## src/hdl/period_match_timer_defines.svh

```systemverilog
`ifndef PERIOD_MATCH_TIMER_DEFINES_SVH
`define PERIOD_MATCH_TIMER_DEFINES_SVH

// ==========================================
// register byte offsets
`define OFF_COUNT_VALUE     8'h00
`define OFF_PERIOD_VALUE    8'h04
`define OFF_CONTROL         8'h08
`define OFF_IRQ_STATUS      8'h0C
`define OFF_IRQ_MASK        8'h10
`define OFF_OUT_SELECT      8'h14

// ==========================================
// control field positions
`define CTL_IN_DIV_LSB      0
`define CTL_RUN_BIT         2
`define CTL_OUT_DIV_LSB     3

// ==========================================
// reset values
`define RST_COUNT_VALUE     8'h00
`define RST_PERIOD_VALUE    8'hFF
`define RST_CONTROL         7'h00

// ==========================================
// prescaler terminal counts
`define PRE_TC_DIV1         4'h0
`define PRE_TC_DIV4         4'h3
`define PRE_TC_DIV16        4'hF

// ==========================================
// instruction clock divide
`define ICLK_DIV_TC         2'h3

// ==========================================
// axi responses
`define RESP_OKAY           2'b00
`define RESP_SLVERR         2'b10

`endif

```

## src/hdl/period_match_timer_pkg.sv

```systemverilog
package period_match_timer_pkg;

  // ==========================================
  // control register layout
  typedef struct packed {
    logic [3:0] out_div;  // output_divider_select
    logic       run;      // counter_run
    logic [1:0] in_div;   // input_divider_select
  } control_t;

  // ==========================================
  // timer outputs to neighbours
  typedef struct packed {
    logic match;          // unscaled match pulse
    logic spi_clk;        // shift clock toggle
  } timer_out_t;

  // ==========================================
  // write channel state
  typedef enum logic [1:0] {
    WR_IDLE = 2'b00,
    WR_RESP = 2'b01
  } wr_state_t;

endpackage

```

## src/hdl/period_match_timer.sv

```systemverilog
// What this block does
// - counts on instruction clock, system clock over four
// - prescaler divides by one, four or sixteen
// - equal count and period gives match output
// - match zeroes counter on next counting tick, steps postscaler
// - counter and period readable and writable
// - reset zeroes counter, period to all ones
// - counter or control write clears both scalers
// - postscaler output sets latched match flag
// - sixteen postscale ratios one to sixteen
// - interrupt only when flag and enable set
// - unscaled match goes to pwm units
// - match selectable as spi shift clock
// - sleep stops counting, registers hold
`timescale 1ns/100ps
`include "period_match_timer_defines.svh"

module period_match_timer (
  // clock and reset
  input  wire logic        i_clk,
  input  wire logic        i_rst,
  // processor state
  input  wire logic        i_sleep,
  // axi write address
  input  wire logic [7:0]  i_awaddr,
  input  wire logic        i_awvalid,
  output logic             o_awready,
  // axi write data
  input  wire logic [31:0] i_wdata,
  input  wire logic [3:0]  i_wstrb,
  input  wire logic        i_wvalid,
  output logic             o_wready,
  // axi write response
  output logic [1:0]       o_bresp,
  output logic             o_bvalid,
  input  wire logic        i_bready,
  // axi read address
  input  wire logic [7:0]  i_araddr,
  input  wire logic        i_arvalid,
  output logic             o_arready,
  // axi read data
  output logic [31:0]      o_rdata,
  output logic [1:0]       o_rresp,
  output logic             o_rvalid,
  input  wire logic        i_rready,
  // timer outputs
  output period_match_timer_pkg::timer_out_t o_tmr,
  output logic             o_irq
);

  // ==========================================
  // state
  logic [7:0]  count_r;          // period_counter
  logic [7:0]  period_r;         // period_match_value
  period_match_timer_pkg::control_t ctl_r; // counter_control
  logic [1:0]  iclk_r;           // system to instruction clock divider
  logic [3:0]  pre_r;            // prescaler count
  logic [3:0]  post_r;           // postscaler count
  logic        flag_r;           // match_event_flag
  logic        enable_r;         // match_event_enable
  logic        spi_sel_r;        // route match to spi shift clock
  logic        sleep_s1_r;       // sleep synchroniser stage one
  logic        sleep_s2_r;       // sleep synchroniser stage two
  logic        zero_pend_r;      // match seen, zero on next tick
  logic        match_r;          // registered match output
  logic        spi_clk_r;        // shift clock toggle
  logic        irq_r;            // registered interrupt
  // bus state
  period_match_timer_pkg::wr_state_t wr_state_r;
  logic        aw_have_r;        // address latched
  logic        w_have_r;         // data latched
  logic [7:0]  aw_addr_r;        // latched write address
  logic [31:0] w_data_r;         // latched write data
  logic [3:0]  w_strb_r;         // latched strobes
  logic [1:0]  bresp_r;          // write response code
  logic        rvalid_r;         // read data valid
  logic [31:0] rdata_r;          // read data
  logic [1:0]  rresp_r;          // read response code
  logic        awready_r;        // write address ready
  logic        wready_r;         // write data ready
  logic        bvalid_r;         // write response valid
  logic        arready_r;        // read address ready

  // ==========================================
  // combinational terms
  logic        wr_fire;          // write executes this cycle
  logic        wr_count;         // write to counter lane 0
  logic        wr_period;        // write to period lane 0
  logic        wr_ctl;           // write to control lane 0
  logic        iclk_tick;        // one instruction clock
  logic [3:0]  pre_tc;           // prescaler terminal count
  logic        cnt_tick;         // one counting clock
  logic        is_match;         // comparator equal
  logic        post_event;       // postscaler terminal reached
  logic        scaler_clr;       // clears both scalers

  // address decode shared by read and write
  function automatic logic known_addr(input logic [7:0] a);
    known_addr = (a == `OFF_COUNT_VALUE) || (a == `OFF_PERIOD_VALUE) ||
                 (a == `OFF_CONTROL) || (a == `OFF_IRQ_STATUS) ||
                 (a == `OFF_IRQ_MASK) || (a == `OFF_OUT_SELECT);
  endfunction

  // prescale selection to terminal count
  always_comb begin
    case (ctl_r.in_div)
      2'b00:   pre_tc = `PRE_TC_DIV1;
      2'b01:   pre_tc = `PRE_TC_DIV4;
      default: pre_tc = `PRE_TC_DIV16;
    endcase
  end

  // write strobes and timing ticks
  always_comb begin
    wr_fire    = aw_have_r && w_have_r && (wr_state_r == period_match_timer_pkg::WR_IDLE);
    wr_count   = wr_fire && w_strb_r[0] && (aw_addr_r == `OFF_COUNT_VALUE);
    wr_period  = wr_fire && w_strb_r[0] && (aw_addr_r == `OFF_PERIOD_VALUE);
    wr_ctl     = wr_fire && w_strb_r[0] && (aw_addr_r == `OFF_CONTROL);
    iclk_tick  = (iclk_r == `ICLK_DIV_TC);
    cnt_tick   = iclk_tick && (pre_r == pre_tc) && ctl_r.run && !sleep_s2_r;
    is_match   = (count_r == period_r);
    post_event = cnt_tick && is_match && !zero_pend_r && (post_r == ctl_r.out_div);
    scaler_clr = wr_count || wr_ctl;
  end

  // ==========================================
  // sleep synchroniser
  always_ff @(posedge i_clk) begin
    if (i_rst) begin
      sleep_s1_r <= 1'b0;
      sleep_s2_r <= 1'b0;
    end else begin
      // the first stage is read by nothing but the second
      sleep_s1_r <= i_sleep;
      sleep_s2_r <= sleep_s1_r;
    end
  end

  // instruction clock divider, frozen in sleep
  always_ff @(posedge i_clk) begin
    if (i_rst) begin
      iclk_r <= 2'h0;
    end else if (!sleep_s2_r) begin
      iclk_r <= iclk_r + 2'h1;
    end
  end

  // prescaler
  always_ff @(posedge i_clk) begin
    if (i_rst || scaler_clr) begin
      pre_r <= 4'h0;
    end else if (iclk_tick && ctl_r.run && !sleep_s2_r) begin
      pre_r <= (pre_r == pre_tc) ? 4'h0 : pre_r + 4'h1;
    end
  end

  // ==========================================
  // period counter, zeroed on tick after a match
  always_ff @(posedge i_clk) begin
    if (i_rst) begin
      count_r     <= `RST_COUNT_VALUE;
      zero_pend_r <= 1'b0;
    end else if (wr_count) begin
      // a software write wins over counting
      count_r     <= w_data_r[7:0];
      zero_pend_r <= 1'b0;
    end else if (cnt_tick) begin
      if (zero_pend_r) begin
        // zero one counting tick after the match
        count_r     <= 8'h00;
        zero_pend_r <= 1'b0;
      end else if (is_match) begin
        zero_pend_r <= 1'b1;
      end else begin
        count_r <= count_r + 8'h01;
      end
    end
  end

  // postscaler advanced by each match
  always_ff @(posedge i_clk) begin
    if (i_rst || scaler_clr) begin
      post_r <= 4'h0;
    end else if (cnt_tick && is_match && !zero_pend_r) begin
      post_r <= post_event ? 4'h0 : post_r + 4'h1;
    end
  end

  // match outputs and interrupt
  always_ff @(posedge i_clk) begin
    if (i_rst) begin
      match_r   <= 1'b0;
      spi_clk_r <= 1'b0;
      irq_r     <= 1'b0;
    end else begin
      match_r   <= cnt_tick && is_match && !zero_pend_r;
      // toggle only while routed to the shift clock
      if (cnt_tick && is_match && !zero_pend_r && spi_sel_r) begin
        spi_clk_r <= !spi_clk_r;
      end
      irq_r     <= flag_r && enable_r;
    end
  end

  // ==========================================
  // software registers
  always_ff @(posedge i_clk) begin
    if (i_rst) begin
      period_r  <= `RST_PERIOD_VALUE;
      ctl_r     <= `RST_CONTROL;
      enable_r  <= 1'b0;
      spi_sel_r <= 1'b0;
    end else begin
      if (wr_period) begin
        period_r <= w_data_r[7:0];
      end
      if (wr_ctl) begin
        ctl_r <= w_data_r[6:0];
      end
      if (wr_fire && w_strb_r[0] && (aw_addr_r == `OFF_IRQ_MASK)) begin
        enable_r <= w_data_r[0];
      end
      if (wr_fire && w_strb_r[0] && (aw_addr_r == `OFF_OUT_SELECT)) begin
        spi_sel_r <= w_data_r[0];
      end
    end
  end

  // sticky flag, set wins over write-one clear
  always_ff @(posedge i_clk) begin
    if (i_rst) begin
      flag_r <= 1'b0;
    end else if (post_event) begin
      flag_r <= 1'b1;
    end else if (wr_fire && w_strb_r[0] && w_data_r[0] &&
                 (aw_addr_r == `OFF_IRQ_STATUS)) begin
      // write one to clear, lost when an event lands the same cycle
      flag_r <= 1'b0;
    end
  end

  // ==========================================
  // axi write channels, address and data in either order
  always_ff @(posedge i_clk) begin
    if (i_rst) begin
      aw_have_r  <= 1'b0;
      w_have_r   <= 1'b0;
      aw_addr_r  <= 8'h00;
      w_data_r   <= 32'h0000_0000;
      w_strb_r   <= 4'h0;
      bresp_r    <= `RESP_OKAY;
      wr_state_r <= period_match_timer_pkg::WR_IDLE;
      awready_r  <= 1'b1;
      wready_r   <= 1'b1;
      bvalid_r   <= 1'b0;
    end else begin
      // take the address, then refuse another until the response
      if (i_awvalid && !aw_have_r) begin
        aw_have_r <= 1'b1;
        awready_r <= 1'b0;
        aw_addr_r <= {i_awaddr[7:2], 2'b00};
      end
      // take the data, before or after the address
      if (i_wvalid && !w_have_r) begin
        w_have_r <= 1'b1;
        wready_r <= 1'b0;
        w_data_r <= i_wdata;
        w_strb_r <= i_wstrb;
      end
      case (wr_state_r)
        period_match_timer_pkg::WR_IDLE: begin
          if (wr_fire) begin
            bresp_r    <= known_addr(aw_addr_r) ? `RESP_OKAY : `RESP_SLVERR;
            bvalid_r   <= 1'b1;
            wr_state_r <= period_match_timer_pkg::WR_RESP;
          end
        end
        period_match_timer_pkg::WR_RESP: begin
          if (i_bready) begin
            aw_have_r  <= 1'b0;
            w_have_r   <= 1'b0;
            awready_r  <= 1'b1;
            wready_r   <= 1'b1;
            bvalid_r   <= 1'b0;
            wr_state_r <= period_match_timer_pkg::WR_IDLE;
          end
        end
        default: begin
          bvalid_r   <= 1'b0;
          wr_state_r <= period_match_timer_pkg::WR_IDLE;
        end
      endcase
    end
  end

  // axi read channel, one cycle to data
  always_ff @(posedge i_clk) begin
    if (i_rst) begin
      rvalid_r <= 1'b0;
      rdata_r  <= 32'h0000_0000;
      rresp_r  <= `RESP_OKAY;
      arready_r <= 1'b1;
    end else if (rvalid_r) begin
      // answer stands until the master takes it
      if (i_rready) begin
        rvalid_r  <= 1'b0;
        arready_r <= 1'b1;
      end
    end else if (i_arvalid) begin
      // one read at a time, data on the next cycle
      rvalid_r  <= 1'b1;
      arready_r <= 1'b0;
      rresp_r  <= known_addr({i_araddr[7:2], 2'b00}) ? `RESP_OKAY : `RESP_SLVERR;
      case ({i_araddr[7:2], 2'b00})
        `OFF_COUNT_VALUE:  rdata_r <= {24'h00_0000, count_r};
        `OFF_PERIOD_VALUE: rdata_r <= {24'h00_0000, period_r};
        `OFF_CONTROL:      rdata_r <= {25'h000_0000, ctl_r};
        `OFF_IRQ_STATUS:   rdata_r <= {31'h0000_0000, flag_r};
        `OFF_IRQ_MASK:     rdata_r <= {31'h0000_0000, enable_r};
        `OFF_OUT_SELECT:   rdata_r <= {31'h0000_0000, spi_sel_r};
        default:           rdata_r <= 32'h0000_0000;
      endcase
    end
  end

  // ==========================================
  // outputs, each straight from its own flop
  assign o_awready    = awready_r;
  assign o_wready     = wready_r;
  assign o_bvalid     = bvalid_r;
  assign o_bresp      = bresp_r;
  assign o_arready    = arready_r;
  assign o_rvalid     = rvalid_r;
  assign o_rdata      = rdata_r;
  assign o_rresp      = rresp_r;
  // one driver for the whole struct, match in the upper bit
  assign o_tmr        = {match_r, spi_clk_r};
  assign o_irq        = irq_r;

endmodule // period_match_timer

```

## config.mk

```make
export PLATFORM = sky130hd
export DESIGN_NAME = period_match_timer
export DESIGN_NICKNAME = d
export VERILOG_FILES = /design/src/hdl/period_match_timer_pkg.sv /design/src/hdl/period_match_timer.sv
export VERILOG_INCLUDE_DIRS = /design/src /design/src/hdl
export SDC_FILE = /design/constraint.sdc
export NUM_CORES = 1
export LEC_CHECK = 0
export BUFFER_PORTS_ARGS = -buffer_cell sky130_fd_sc_hd__buf_2
export CAP_MARGIN = 40
export CORE_MARGIN = 10
export CORE_UTILIZATION = 40
export CTS_CLUSTER_SIZE = 16
export DETAILED_ROUTE_END_ITERATION = 8
export PLACE_DENSITY_LB_ADDON = 0.1
export SLEW_MARGIN = 20
export SYNTH_ARGS = -nofsm -noshare
export SYNTH_HDL_FRONTEND = slang
export SYNTH_SLANG_ARGS = --single-unit
export TNS_END_PERCENT = 30
```

## constraint.sdc

```tcl
create_clock -name i_clk -period 3.1 [get_ports i_clk]
set_input_delay 0.155 -clock i_clk [delete_from_list [all_inputs] [get_ports i_clk]]
set_output_delay 0.155 -clock i_clk [all_outputs]
set_load 0.005 [all_outputs]
```

==> summary.md <==
| Metric | Value |
|---|---|
| Status | completed |
| Synth Area in Compound Gates | between 10% and 20% |
| WHS Endpoint | sleep_s1_r |
| Layout cells sized above 1 | about 17% |
| Wire length on met1 | 4.06 mm |
| Mean Syn Cell Area | about 8.7 um2 |
| Top post-synthesis cells by area | dfxtp_1 42%, buf_4 5.9%, mux2i_1 5.3% |
| Number of synthesized register bits | between 70 and 80 |
| Final Hold Fails | 0 |
| Most frequent cells in the layout | 74 x dfxtp_1, 46 x nand2_1, 46 x buf_2, 45 x nor2_1, 26 x conb_1 |
| Post-synth EDFFs | 0 |
| Initial Utilization | 41.1% |
| Post-DP Area | approximately 3800 um2 |
| Clock transition at the registers of the reported paths | about 0.080 ns |
| Biggest area consumer among synthesized cells | dfxtp_1 |
| Worst reg2reg startpoint | count_r[5] |
| Synthesized instance count | ~410 |
| Initial antenna violation count | 0 |
| Synth Area in Simple Gates | between 20% and 30% |
| Fill cells | between 800 and 900 |
| Vias in the first global route | 2817 |
| Adder-Cell Fraction of Synth Area | under 10% |
| DP Wirelength | between 6 and 7 mm |
| Via count | roughly 2800 |
| Lkg Pwr | between 1.5 and 2 nW |
| H-Tree Depth | 3 |
| RSZ-0062 raised after global routing | no |
| TritonCTS Buffers | 9 |
| Synth-to-layout area growth | 11.5% |
| Met3 Wirelength | slightly below 600 um |
| Xor-xnor portion of the synthesized cell area | under 10% |
| Post-synthesis mux area share | 6.28% |
| Routed WL | 8.62 mm |
| Critical path capture point type | register |
| Async SR Flop Fraction | 0% |
| Hold path cells | 2 |
| CTS tree | yes |
| CORE AREA | slightly below 9000 um2 |
| Maximum clock path buffer count | 2 |
| R2r setup slk | roughly 0.92 ns |
| Drt pass-1 iters | 4 |
| CP required | 3.36 ns |
| First-pass GRT wire length | ~14 mm |
| Tightest Hold Check Type | input port to register |
| Power, Total | between 1.5 and 2 mW |
| VDD IR-drop max | between 200 and 250 uV |
| CP Class | register to register |
| Sequential fraction of the synthesis area | around two fifths |
| Vias per inst | slightly above 5 |
| Total die area | ~13000 um2 |
| Fin. max-slew vios | 0 |
| Die width | around 110 um |
| Largest family of logic cells by synthesized area | simple AND/OR/NAND/NOR gates |
| RR Endpoint | count_r[2] |
| Syn Std Cell Area | around 3600 um2 |
| Commonest non-fill, non-tap cell in the layout | dfxtp_1 |
| DRT iter0 DRCs | approximately 110 |
| Setup violations, final | 0 |
| Yosys top cell area share | 41.6% |
| Worst Hold Launch | i_sleep |
| GR Overflow Total | 0 |
| Standard-cell row count | 34 |
| Routed length per instance | 15.3 um |
| FF-to-FF path depth | 7 |
| PwrDens | between 400 and 500 nW/um2 |
| Die H | around 110 um |
| Layout Nets | 514 |
| Ys Warns | 0 |
| Crit path max fanout | 8 |
| Startpoint types | register |
| Most used DFF post-synth | dfxtp_1 |
| WP data arrival | ~2.4 ns |
| Maxcap violations | 0 |
| Top layer in use | met4 |
| Inserted Diodes | 0 |
| DR DRC count | 0 |
| Tightest Pin Transition | between 0.8 and 0.9 ns |
| Synth unique cells | 49 |
| GPL Wtd Cong | roughly 0.77 |
| All-Layer GR Usage | a little over an eighth |
| Clk_lat worst skew | 0.36 ns |
| Slew margin rel. | between 40 and 50% |
| Clock root buffer | clkbuf_8 |
| WL met2 | 3.72 mm |
| DRT antenna net count | 0 |
| Post-route cell area | roughly 4000 um2 |
| Final setup TNS | 0 ns |
| Maximum clock rate | between 0.4 and 0.5 GHz |
| Minimum clock period | roughly 2.2 ns |
| Clock Sinks | between 70 and 80 |
| Postcts setup bufs | 0 |
| IO Count | 104 |
| Clock skew | 0.0105 ns |
| Largest net degree at the start of global routing | 34 |
| Fin crit share | a little over two thirds |
| Port bufs | 46 |
[how the worst max path moves through the flow]
stage | startpoint | end | slack (ns) | cells after the start
floorplan | iclk_r[0] | count_r[4] | 1.27 | 6
global placement | count_r[0] | count_r[2] | 0.94 | 7
detailed placement | iclk_r[0] | count_r[0] | 0.92 | 6
CTS | iclk_r[0] | count_r[0] | 0.91 | 6
global route | iclk_r[0] | count_r[0] | 0.65 | 6
finish | count_r[5] | count_r[2] | 0.92 | 7
[power by group]
group / total (mW) / internal (mW) / switching, mW
registers: 1.02 / 0.981 / 0.0398
clock network: 0.754 / 0.373 / 0.380
logic: 0.149 / 0.0668 / 0.0825
[critical path, stage by stage, from the launching register on]
cell and delay [ns]:
dfxtp_1 0.49, xnor2_1 0.16, nand3_1 0.09, nor4_1 0.38
buf_4 0.22, nand2b_1 0.34, o211ai_1 0.15, a22o_1 0.24
[repair_timing]
action | 4_1_cts | 5_1_grt
endpoints found under the hold margin | 2 | 0
gates resized for setup | 0 | 0
hold buffers | 2 | 0
[metrics by stage]
step | std cells | hold slack, ns | setup WS, ns | util [%]
after floorplan | 437 | 0.255 | 1.27 | -
after global placement | 545 | 0.357 | 0.936 | 43.3
after detailed placement | 545 | 0.366 | 0.923 | 43.3
after CTS | 563 | 0.000596 | 0.906 | 45.8
after global routing | 563 | 0.00242 | 0.648 | 45.8
final | 563 | 0.00498 | 0.920 | 45.8
[area by class of cell]
type                            count  area, um2  share of cell area (%)
Tap cell                          108        135                    3.40
Inverter                            1       3.75                  0.0944
Clock buffer                       10        128                    3.21
Multi-Input combinational cell    311       1870                    47.1
Timing Repair Buffer               53        288                    7.24
Clock inverter                      6       67.6                    1.70
Sequential cell                    74       1480                    37.3
[routing by layer]
layer / up-vias / global-route usage [%]
li1: 1450 / -
met1: 1291 / 16.8
met2: 81 / 19.8
met3: 18 / 4.35
met4: 0 / 6.77
met5: - / 0
[state kept, by name, summed over array words and instances, names as in the netlist, 2 cells and up]
signal	cells
post_r	4
o_rdata	8
ctl_r	7
aw_addr_r	6
iclk_r	2
period_r	8
w_data_r	8
count_r	8
pre_r	4
[kinds of logic (layout without fill, tap and decap cells)]
family	count (synthesis)	after routing
and+or+nand+nor	163	163
AOI/OAI and AO/OA	77	77
DFF	74	74
buffers and inverters	52	70
muxes	21	21
xor gates and xnor gates	20	20
adders and majority gates	4	4
other	1	26
[cells in the mapped netlist, types with 8 or more instances]
cell type   n
nor2_1     45
xnor2_1     9
o21ai_0    14
a21oi_1    23
nor2b_1    17
a211o_1     9
a22oi_1     8
buf_4      28
clkbuf_1   19
nand3_1    17
xor2_1     11
mux2i_1    19
nand2_1    46
dfxtp_1    74
(Power assumes the default switching activity.)
